<file path="src/rtl/tps_pkg.sv">
// Purpose: Shared constants and carriers for the 8-bit timer with shared scaler
// Assumes: clk_sys is the oscillator; four clocks make one instruction cycle
// Notes:   Offsets are register-file addresses of the core's data space

package tps_pkg;

   // Register addresses
   localparam logic [8:0] TPS_ADDR_COUNT  = 9'h001;
   localparam logic [8:0] TPS_ADDR_INTCTL = 9'h00b;
   localparam logic [8:0] TPS_ADDR_CONFIG = 9'h081;
   localparam logic [8:0] TPS_ADDR_DIRA   = 9'h085;

   // Values after reset
   localparam logic [7:0] TPS_RST_COUNT   = 8'h00;
   localparam logic [7:0] TPS_RST_INTCTL  = 8'h00;
   localparam logic [7:0] TPS_RST_CONFIG  = 8'hff;
   localparam logic [7:0] TPS_RST_DIRA    = 8'hdf;
   localparam logic [7:0] TPS_DIRA_MASK   = 8'hdf;

   // Interrupt control field positions
   localparam int TPS_GIE_BIT  = 7;
   localparam int TPS_OVIE_BIT = 5;
   localparam int TPS_OVF_BIT  = 2;

   // Instruction cycles of counting suppressed after a count write
   localparam logic [1:0] TPS_WR_INHIBIT = 2'h2;

   // Oscillator phases of one instruction cycle
   typedef enum logic [1:0] {
      TPS_Q1 = 2'b00,
      TPS_Q2 = 2'b01,
      TPS_Q3 = 2'b10,
      TPS_Q4 = 2'b11
   } tps_phase_t;

   // Configuration register layout
   typedef struct packed {
      logic       pullup_off;
      logic       int_edge;
      logic       clock_source_select;
      logic       source_edge_select;
      logic       scaler_assign;
      logic [2:0] scaler_ratio;
   } tps_config_t;

   // One register access from the core
   typedef struct packed {
      logic [8:0] addr;
      logic       wr;
      logic       rd;
      logic [7:0] data;
   } tps_bus_req_t;

endpackage

</file>
<file path="src/rtl/tps_timer.sv">
// Purpose: 8-bit timer/counter with a scaler shared with the watchdog
// Assumes: Core issues at most one register access per clock on bus_req
// Notes:   Scaler is modelled synchronously; ripple behaviour is not kept
//
// Function
// - Timer mode counts every instruction cycle, no scaler
// - Count write suppresses counting two instruction cycles
// - Counter mode counts pin edges, polarity selectable
// - One 8-bit scaler, timer or watchdog only
// - Assign bit clear gives timer, set watchdog
// - Timer ratios 1:2 to 1:256, scaler hidden
// - Wrap from ff to 00 sets overflow flag
// - Overflow enable bit masks the interrupt request
// - Timer frozen during sleep, no wake
// - Flag sampled each first phase, latency one to four oscillator clocks
// - Pin edge goes through scaler when timer-assigned, then synchronised
// - Synchroniser samples on second and fourth phase
// - Increment three to six oscillator periods after pin
// - Count write clears scaler when timer-assigned
// - Watchdog clear clears scaler when watchdog-assigned

`timescale 1ns/1ps
`default_nettype none

module tps_timer (
   // Clock, reset, enable
   input  wire logic                 clk_sys,
   input  wire logic                 reset,
   input  wire logic                 ce,
   // Register port
   input  wire tps_pkg::tps_bus_req_t bus_req,
   output logic [7:0]                rd_data,
   // Core status
   input  wire logic                 sleep,
   input  wire logic                 watchdog_clear_instr,
   input  wire logic                 wdt_tick,
   // External count pin
   input  wire logic                 count_input_pin,
   // Results
   output logic                      overflow_irq,
   output logic                      wdt_timeout,
   output logic [7:0]                timer_config,
   output logic [7:0]                port_a_direction
);

   ////////////////////////////////////////////////////////////////////////
   // Declarations
   tps_pkg::tps_phase_t  phase;
   tps_pkg::tps_config_t cfg;
   logic [7:0] timer_count;
   logic [7:0] interrupt_control;
   logic [7:0] scaler;
   logic [7:0] next_scaler;
   logic [1:0] inhibit_cnt;
   logic       pin_sync1;
   logic       pin_sync2;
   logic       pin_prev;
   logic       sel_level;
   logic       ext_edge;
   logic       sync_in;
   logic       sync_sample;
   logic       ext_step;
   logic       timer_wr;
   logic       intctl_wr;
   logic       config_wr;
   logic       dira_wr;
   logic       q4_tick;
   logic       scaler_rise;
   logic       wdt_rise;
   logic       timer_step;
   logic       count_step;
   logic       scaler_clr;
   logic [2:0] wdt_bit;

   assign cfg = tps_pkg::tps_config_t'(timer_config);

   // Register write decode
   assign timer_wr  = ce && bus_req.wr && (bus_req.addr == tps_pkg::TPS_ADDR_COUNT);
   assign intctl_wr = ce && bus_req.wr && (bus_req.addr == tps_pkg::TPS_ADDR_INTCTL);
   assign config_wr = ce && bus_req.wr && (bus_req.addr == tps_pkg::TPS_ADDR_CONFIG);
   assign dira_wr   = ce && bus_req.wr && (bus_req.addr == tps_pkg::TPS_ADDR_DIRA);

   ////////////////////////////////////////////////////////////////////////
   // Phase generator, four oscillator clocks per instruction cycle
   always_ff @(posedge clk_sys or posedge reset) begin
      if (reset) begin
         phase <= tps_pkg::TPS_Q1;
      end else if (ce) begin
         phase <= tps_pkg::tps_phase_t'(2'(phase + 2'h1));
      end
   end

   // Instruction clock stops in sleep
   assign q4_tick = ce && (phase == tps_pkg::TPS_Q4) && !sleep;

   ////////////////////////////////////////////////////////////////////////
   // Pin synchroniser and edge polarity
   // Edge history starts at the level a low pin shows under reset config
   always_ff @(posedge clk_sys or posedge reset) begin
      if (reset) begin
         pin_sync1 <= 1'b0;
         pin_sync2 <= 1'b0;
         pin_prev  <= 1'b1;                      // No false edge after reset
      end else if (ce) begin
         pin_sync1 <= count_input_pin;
         pin_sync2 <= pin_sync1;
         pin_prev  <= sel_level;
      end
   end

   // Falling edges become rising ones when polarity bit is set
   assign sel_level = pin_sync2 ^ cfg.source_edge_select;
   assign ext_edge  = ce && sel_level && !pin_prev;

   ////////////////////////////////////////////////////////////////////////
   // Shared scaler counting
   assign next_scaler = 8'(scaler + 8'h01);
   // Carry out of the selected tap, so a cleared scaler waits a full ratio
   assign scaler_rise = scaler[cfg.scaler_ratio] && !next_scaler[cfg.scaler_ratio];
   assign wdt_bit     = 3'(cfg.scaler_ratio - 3'h1);
   assign wdt_rise    = (cfg.scaler_ratio == 3'h0) ||
                        (scaler[wdt_bit] && !next_scaler[wdt_bit]);
   assign scaler_clr  = (timer_wr && !cfg.scaler_assign) ||
                        (ce && watchdog_clear_instr && cfg.scaler_assign);

   // Scaler serves exactly one user, picked by the assign bit
   always_ff @(posedge clk_sys or posedge reset) begin
      if (reset) begin
         scaler <= 8'h00;
      end else if (scaler_clr) begin
         scaler <= 8'h00;
      end else if (cfg.scaler_assign) begin
         if (ce && wdt_tick) begin
            scaler <= next_scaler;
         end
      end else if (cfg.clock_source_select) begin
         if (ext_edge) begin
            scaler <= next_scaler;
         end
      end else if (q4_tick) begin
         scaler <= next_scaler;
      end
   end

   // Watchdog tick, postscaled when the scaler is its own
   always_ff @(posedge clk_sys or posedge reset) begin
      if (reset) begin
         wdt_timeout <= 1'b0;
      end else if (ce) begin
         wdt_timeout <= wdt_tick && (!cfg.scaler_assign || wdt_rise);
      end
   end

   ////////////////////////////////////////////////////////////////////////
   // Counter-mode synchroniser sampling on Q2 and Q4
   assign sync_in = cfg.scaler_assign ? sel_level : scaler[cfg.scaler_ratio];

   always_ff @(posedge clk_sys or posedge reset) begin
      if (reset) begin
         sync_sample <= 1'b1;                    // Matches reset-config level
         ext_step    <= 1'b0;
      end else if (ce) begin
         if ((phase == tps_pkg::TPS_Q2) || (phase == tps_pkg::TPS_Q4)) begin
            sync_sample <= sync_in;
            ext_step    <= sync_in && !sync_sample && !sleep &&
                           cfg.clock_source_select;
         end else begin
            ext_step <= 1'b0;
         end
      end
   end

   ////////////////////////////////////////////////////////////////////////
   // Increment sources and write suppression
   assign timer_step = q4_tick && !cfg.clock_source_select &&
                       (cfg.scaler_assign || scaler_rise);
   assign count_step = ce && (timer_step || ext_step) &&
                       (inhibit_cnt == 2'h0) && !sleep;

   // Suppression counts instruction cycle ends after a write
   always_ff @(posedge clk_sys or posedge reset) begin
      if (reset) begin
         inhibit_cnt <= 2'h0;
      end else if (timer_wr) begin
         inhibit_cnt <= tps_pkg::TPS_WR_INHIBIT;
      end else if (ce && (phase == tps_pkg::TPS_Q4) && (inhibit_cnt != 2'h0)) begin
         inhibit_cnt <= 2'(inhibit_cnt - 2'h1);
      end
   end

   // Count register
   always_ff @(posedge clk_sys or posedge reset) begin
      if (reset) begin
         timer_count <= tps_pkg::TPS_RST_COUNT;
      end else if (timer_wr) begin
         timer_count <= bus_req.data;
      end else if (count_step) begin
         timer_count <= 8'(timer_count + 8'h01);
      end
   end

   ////////////////////////////////////////////////////////////////////////
   // Interrupt control, overflow set wins over software write
   always_ff @(posedge clk_sys or posedge reset) begin
      if (reset) begin
         interrupt_control <= tps_pkg::TPS_RST_INTCTL;
      end else begin
         if (intctl_wr) begin
            interrupt_control <= bus_req.data;
         end
         if (count_step && (timer_count == 8'hff) && !timer_wr) begin
            interrupt_control[tps_pkg::TPS_OVF_BIT] <= 1'b1;
         end
      end
   end

   // Flag sampled at each first phase
   always_ff @(posedge clk_sys or posedge reset) begin
      if (reset) begin
         overflow_irq <= 1'b0;
      end else if (ce && (phase == tps_pkg::TPS_Q1)) begin
         overflow_irq <= interrupt_control[tps_pkg::TPS_OVF_BIT] &&
                         interrupt_control[tps_pkg::TPS_OVIE_BIT] &&
                         interrupt_control[tps_pkg::TPS_GIE_BIT];
      end
   end

   ////////////////////////////////////////////////////////////////////////
   // Configuration and direction registers
   always_ff @(posedge clk_sys or posedge reset) begin
      if (reset) begin
         timer_config <= tps_pkg::TPS_RST_CONFIG;
      end else if (config_wr) begin
         timer_config <= bus_req.data;
      end
   end

   always_ff @(posedge clk_sys or posedge reset) begin
      if (reset) begin
         port_a_direction <= tps_pkg::TPS_RST_DIRA;
      end else if (dira_wr) begin
         port_a_direction <= bus_req.data & tps_pkg::TPS_DIRA_MASK;
      end
   end

   // Read port; scaler itself is not visible
   always_ff @(posedge clk_sys or posedge reset) begin
      if (reset) begin
         rd_data <= 8'h00;
      end else if (ce && bus_req.rd) begin
         unique case (bus_req.addr)
            tps_pkg::TPS_ADDR_COUNT:  rd_data <= timer_count;
            tps_pkg::TPS_ADDR_INTCTL: rd_data <= interrupt_control;
            tps_pkg::TPS_ADDR_CONFIG: rd_data <= timer_config;
            tps_pkg::TPS_ADDR_DIRA:   rd_data <= port_a_direction;
            default:                  rd_data <= 8'h00;
         endcase
      end
   end
endmodule // tps_timer

`default_nettype wire

</file>
<file path="config.mk">
export PLATFORM = sky130hd
export DESIGN_NAME = tps_timer
export DESIGN_NICKNAME = d
export VERILOG_FILES = /design/src/rtl/tps_pkg.sv /design/src/rtl/tps_timer.sv
export SDC_FILE = /design/constraint.sdc
export NUM_CORES = 1
export LEC_CHECK = 0
export BUFFER_PORTS_ARGS = -buffer_cell sky130_fd_sc_hd__buf_2
export CAP_MARGIN = 0
export CORE_ASPECT_RATIO = 1.1
export CORE_MARGIN = 10
export CORE_UTILIZATION = 45
export DETAILED_ROUTE_END_ITERATION = 8
export GPL_TIMING_DRIVEN = 0
export PLACE_DENSITY = 0.66
export SYNTH_ARGS = -nofsm -noshare
export SYNTH_HDL_FRONTEND = slang
export SYNTH_SLANG_ARGS = --single-unit
</file>
<file path="constraint.sdc">
create_clock -name clk_sys -period 6.06 [get_ports clk_sys]
set_input_delay 1.212 -clock clk_sys [delete_from_list [all_inputs] [get_ports clk_sys]]
set_output_delay 1.212 -clock clk_sys [all_outputs]
set_load 0.05 [all_outputs]
</file>
==> results of run 1 <==
==> per-stage QoR <==
| step | utilization | hold slack, ns | instance area, um2 | total power, W | instances |
|---|---|---|---|---|---|
| 2_1_floorplan | - | 0.467 | 3190 | 0.000611 | 312 |
| 3_3_place_gp | 0.509 | 0.462 | 3540 | 0.000661 | 447 |
| 3_5_place_dp | 0.512 | 0.472 | 3560 | 0.000671 | 448 |
| 4_1_cts | 0.541 | 0.489 | 3770 | 0.00104 | 464 |
| 5_1_grt | 0.541 | 0.513 | 3770 | 0.00109 | 464 |
| 6_report | 0.541 | 0.485 | 3770 | 0.00103 | 464 |
==> power breakdown <==
group | switching, W | total [W] | internal [W]
sequential | 0.0000402 | 0.000471 | 0.000431
clock | 0.000174 | 0.000367 | 0.000193
combinational | 0.000111 | 0.000194 | 0.0000837
total | 0.000325 | 0.00103 | 0.000708
==> area by class of cell <==
| cell class | count | area share |
|---|---|---|
| clock buffer | 9 | 0.0328 |
| sequential | 58 | 0.390 |
| tap | 85 | 0.0282 |
| buffer | 14 | 0.0192 |
| timing repair buffer | 51 | 0.0716 |
| clock inverter | 7 | 0.0209 |
| multi-input combinational | 227 | 0.423 |
| inverter | 13 | 0.0136 |
==> logic make-up (layout without fill, tap and decap cells) <==
family / count (synthesis) / in the layout / share of synthesized area
multiplexers: 34 / 34 / 0.126
adder cells (fa/ha/maj): 8 / 8 / 0.0314
flip-flops: 58 / 58 / 0.462
AO/OA/AOI/OAI: 75 / 75 / 0.153
XOR/XNOR: 10 / 10 / 0.0275
buffers and inverters: 27 / 94 / 0.0389
other: 1 / 1 / 0.00118
AND/OR/NAND/NOR: 99 / 99 / 0.161
==> worst min-delay path by stage <==
stage,end,cells past startpoint
6_report,overflow_irq,2
5_1_grt,pin_prev,2
4_1_cts,overflow_irq,2
3_5_place_dp,overflow_irq,2
3_3_place_gp,overflow_irq,2
2_1_floorplan,pin_prev,2
==> flip-flops by register name (all words and copies together) (netlist names) <==
| signal | flops |
|---|---|
| interrupt_control | 8 |
| pin_sync1 | 1 |
| port_a_direction | 7 |
| rd_data | 8 |
| wdt_timeout | 1 |
| scaler | 8 |
| pin_sync2 | 1 |
| overflow_irq | 1 |
| timer_config | 8 |
| sync_sample | 1 |
| phase | 2 |
| timer_count | 8 |
| ext_step | 1 |
| pin_prev | 1 |
| inhibit_cnt | 2 |
==> worst min-delay path: stages (launching register included) <==
cell,delay (ns)
dfrtp_1,0.34
nand2_1,0.04
o21ai_0,0.06
==> layer usage <==
layer | vias to the layer above | global-route usage
met1 | 1290 | 0.188
met5 | - | 0
met4 | 0 | 0.0657
li1 | 1274 | -
met3 | 15 | 0.0447
met2 | 72 | 0.281
==> placed cells by master, fill, tap and decap left out, drive strengths merged, types with 4 or more instances in the layout <==
| cell | count |
|---|---|
| clkbuf | 14 |
| xor2 | 6 |
| xnor2 | 4 |
| a21boi | 7 |
| dfstp | 17 |
| a21oi | 13 |
| a31oi | 10 |
| buf | 60 |
| mux2 | 25 |
| nand2 | 27 |
| mux2i | 7 |
| a222oi | 8 |
| ha | 8 |
| nor2 | 24 |
| o21ai | 24 |
| inv | 14 |
| dfrtp | 41 |
| or3 | 11 |
| nor3 | 4 |
| nand3 | 14 |
==> flow_summary.ini, run 1 <==
[routing]
drc = 0
vias_per_cell = 5.71
wl_met3_um = 457
dr.pass1.iters = 4
wl_met1_mm = 3.35
drt_iter0_drc = 155
num_vias = 2651
wl_met2_mm = 4.41
wl_per_cell_um = 18.1
wirelength_mm = 8.41
top_layer = met4
ant_nets = 0

[setup_path]
r2r-end = timer_count[1]
path_class = in2reg
cp_slowest_cell = nor4_4
reg2reg_depth = 8
arrival_ns = 3.44
critPathMaxFanout = 10
end_kind = flip-flop
cp.depth = 10
timing.rr.start = timer_config[1]
cp_num_buf_inv = 3
critPathMaxStageDelay_ns = 0.42
critical_path.endpoint = timer_count[7]
regToRegSetupSlack_ns = 3.28
required_ns = 6.26
crit_start = bus_req[15]
path_common_cell = buf_2
startpoint_type = input pin
worstPathCellList = buf_2 -> nor4_1 -> nand2_1 -> or2_1 -> buf_2 -> nor4_4 -> nand3_1 -> clkbuf_1 -> nor2_1 -> a31oi_1
crit_family = simple AND/OR/NAND/NOR gates

[final_layout]
area_growth_pct = 18.3
n_antenna_cell = 0
multi_input_area_mm2 = 0.00160
regArea_mm2 = 0.00147
num-fill-cells = 651
nets = 408
drive_above_1_share = 0.330

[global_route]
grt_use_total = 0.163
grt_overflow_total = 0
antenna_found_initial = 0
first_global_vias = 2819
grt_pass1_wl_mm = 14.2
grt_max_degree = 39

[sta]
fmax_ghz = 0.308
clock_skew_ns = 0.00683
finalCritPeriodShare = 0.535
period_needed_ns = 3.24
slew-limit-headroom = 0.452
setup-tns-final_ns = 0
layout_setup_ws_ns = 2.82
rsz0062_at_grt = no
timing_hold_violations_final = 0
worst_pin_slew_ns = 0.818
setup_viol = 0
finalMaxSlewViolations = 0

[logic_synthesis]
yosysWarnings = 0
synth.most_common_cell = dfrtp_1
synth.cell_area_mm2 = 0.00319
yosys.area.top_type = dfrtp_1
synth-edff-count = 0
async_flop_share = 1.00
syn_area_per_cell_um2 = 10.2
synthCells = 312
yosys-top-cells-area = dfrtp_1 32%, dfstp_2 14%, mux2_2 8.8%
synth_top_area_share = 0.322
ys_seq_area_frac = 0.462
syn-num-nets = 346
synth_seq_cells = 58
synthFlopType = dfrtp_1
yosysUniqueCellTypes = 53
synth_top_cells_by_count = 41 x dfrtp_1, 27 x nand2_1, 25 x mux2_2, 23 x nor2_1, 17 x dfstp_2

[clocking]
cts_buffer_depth = 2
cts_tree = built
cts_num_sinks = 58
clock-root-buffer = clkbuf_8
cts_resized = 0
postCtsSetupBuffers = 0
clk_pin_slew_ns = 0.08
holdBufCountCts = 0
htree_levels = 3
clock_latency_ns = 0.34
numCtsBuffers = 9

[hold_path]
min_path_type = reg2reg
hp-start = overflow_irq

[flow_run]
maxCapViolations = 0

[power_and_ir_drop]
peakVddDrop_uv = 178
p_per_area_mw_per_mm2 = 274
p_leak_nw = 1.67

[place]
gp_congestion = 0.872
place_ws_ns = 2.50
port_buffers = 50
hpwlAfterDp_mm = 6.14

[outcome]
status = completed

[floorplanning]
die_y_um = 108
rows = 32
io_pins = 52
coreArea_mm2 = 0.00697
die_area_mm2 = 0.0109
die_x_um = 100
start_util = 0.458
Power figures use the tool's default switching activity.
==> inputs of run 2 (changes only) <==
Clock period 6.06 ns to 3 ns, I/O delays scaled along.
==> run 2 against run 1 <==
Sequential share of layout area is 0.065 points lower. Critical path depth is 3 lower. Worst setup slack worse by 2.5 ns. Die area stayed put. Final cell count stayed put. First-iteration DRC count is 7.1% higher. Routed wire length is 0.19% higher. Global-route usage hardly changed. Highest routed layer unchanged.
==> flow_summary.ini, run 2 (synthesis results as in run 1) <==
[global_route]
grt.met1_usage = 0.189
grt_max_degree = 39
met2_usage = 0.284
first_global_vias = 2804
antenna_found_initial = 0
grt_overflow_total = 0
grt_use_total = 0.164
grt_pass1_wl_mm = 14.3
grtUsageMet3 = 0.0370
grt-busiest-layer = met2

[floorplanning]
die_y_um = 108
coreArea_mm2 = 0.00697
start_util = 0.458
io_pins = 52
rows = 32
die_x_um = 100
die_area_mm2 = 0.0109

[routing]
dr.pass1.iters = 5
num_vias = 2652
vias_per_cell = 5.72
wirelength_mm = 8.42
ant_nets = 0
drc = 0
drt_iter0_drc = 166
wl_per_cell_um = 18.2

[final_layout]
num-fill-cells = 650
mostFrequentLayoutCell = buf_2
drive_above_1_share = 0.332
nets = 408
fin_cells = 464
n_antenna_cell = 0
final_cell_mix = 54 x buf_2, 41 x dfrtp_1, 27 x nand2_1
area_growth_pct = 18.5

[sta]
worst_pin_slew_ns = 0.831
setup-tns-final_ns = 0
period_needed_ns = 2.64
finalCritPeriodShare = 0.881
finalMaxSlewViolations = 0
timing_hold_violations_final = 0
slew-limit-headroom = 0.443
rsz0062_at_grt = no
fmax_ghz = 0.378
setup_viol = 0
clock_skew_ns = 0.00657

[clocking]
numCtsBuffers = 9
holdBufCountCts = 0
cts_resized = 0
clock-root-buffer = clkbuf_8
cts_tree = built
clk_pin_slew_ns = 0.07
postCtsSetupBuffers = 0
clock_latency_ns = 0.35
cts_num_sinks = 58
htree_levels = 3
cts_buffer_depth = 2

[setup_path]
crit_family = compound AO/OA/AOI/OAI gates
arrival_ns = 2.91
worstPathCellList = clkbuf_1 -> mux4_2 -> mux2i_1 -> a311oi_1 -> a31oi_2 -> or4_1 -> a31oi_1
path_class = reg2reg
cp_num_buf_inv = 1
required_ns = 3.26
critPathMaxFanout = 8
startpoint_type = flip-flop
critPathMaxStageDelay_ns = 0.55
cp_slowest_cell = or4_1
end_kind = flip-flop

[power_and_ir_drop]
share_seq_of_total_power = 0.455
p_per_area_mw_per_mm2 = 553
internal_power_w = 0.00143
p_leak_nw = 1.67
peakVddDrop_uv = 359
clkPwrFrac = 0.356
p_sw_frac = 0.316
power.share.combinational = 0.188
p_switching_w = 0.000661

[place]
gp_congestion = 0.872
port_buffers = 50
dp_cells = 448
hpwlAfterDp_mm = 6.14

[outcome]
status = completed

[flow_run]
maxCapViolations = 0

[hold_path]
min_path_type = in2async
run 2: cell types whose count changed in the layout (fill, tap and decap cells not counted):
cell | previous run | this run
a31oi_1 | 10 | 9
a31oi_2 | 0 | 1
run 2: final cells by class:
class / instances / area [um2] / area share
Multi-Input combinational cell: 227 / 1600 / 0.424
Sequential cell: 58 / 1470 / 0.390
Timing Repair Buffer: 51 / 270 / 0.0715
Clock buffer: 9 / 124 / 0.0328
Tap cell: 85 / 106 / 0.0281
Clock inverter: 7 / 78.8 / 0.0209
Buffer: 14 / 72.6 / 0.0192
Inverter: 13 / 51.3 / 0.0136
run 2: metal layers:
layer | vias up | wire length (um)
met2 | 69 | 4450
li1 | 1278 | -
met4 | 0 | 169
met3 | 16 | 353
met1 | 1289 | 3450
met5 | - | 0
run 2: path summary, 6_finish.rpt:
check,to,slack [ns],startpoint,cells after the start
setup / recovery,timer_count[7],0.36,timer_config[1],7
hold / removal,scaler[3],0.27,reset,2
setup reg to reg,timer_count[7],0.36,timer_config[1],7
hold reg to reg,overflow_irq,0.49,overflow_irq,2
max in group asynchronous,timer_config[1],2.11,reset,3
min in group clk_sys,pin_sync1,0.48,count_input_pin,2
run 2: stage by stage:
step           cell area, um2   util  power, W  hold slack [ns]  setup slack [ns]
5_1_grt                  3780  0.542   0.00220            0.315            0.0807
3_5_place_dp             3560  0.512   0.00136            0.472            0.0477
3_3_place_gp             3540  0.509   0.00133            0.462            0.0805
4_1_cts                  3770  0.541   0.00211            0.282             0.271
2_1_floorplan            3190      -   0.00124            0.467             0.568
6_report                 3780  0.542   0.00209            0.267             0.357
run 2: worst register-to-register path, stage by stage (launching register included):
cell and delay (ns):
dfstp_2 0.53, clkbuf_1 0.36, mux4_2 0.28, mux2i_1 0.12, a311oi_1 0.31, a31oi_2 0.22, or4_1 0.55, a31oi_1 0.19
run 2: power by group through the flow:
stage	sequential, W	clock, W	combinational, W
2_1_floorplan	0.000956	0	0.000279
3_3_place_gp	0.000958	0	0.000377
3_5_place_dp	0.000964	0	0.000391
4_1_cts	0.000951	0.000759	0.000396
5_1_grt	0.000965	0.000791	0.000448
6_report	0.000952	0.000745	0.000393
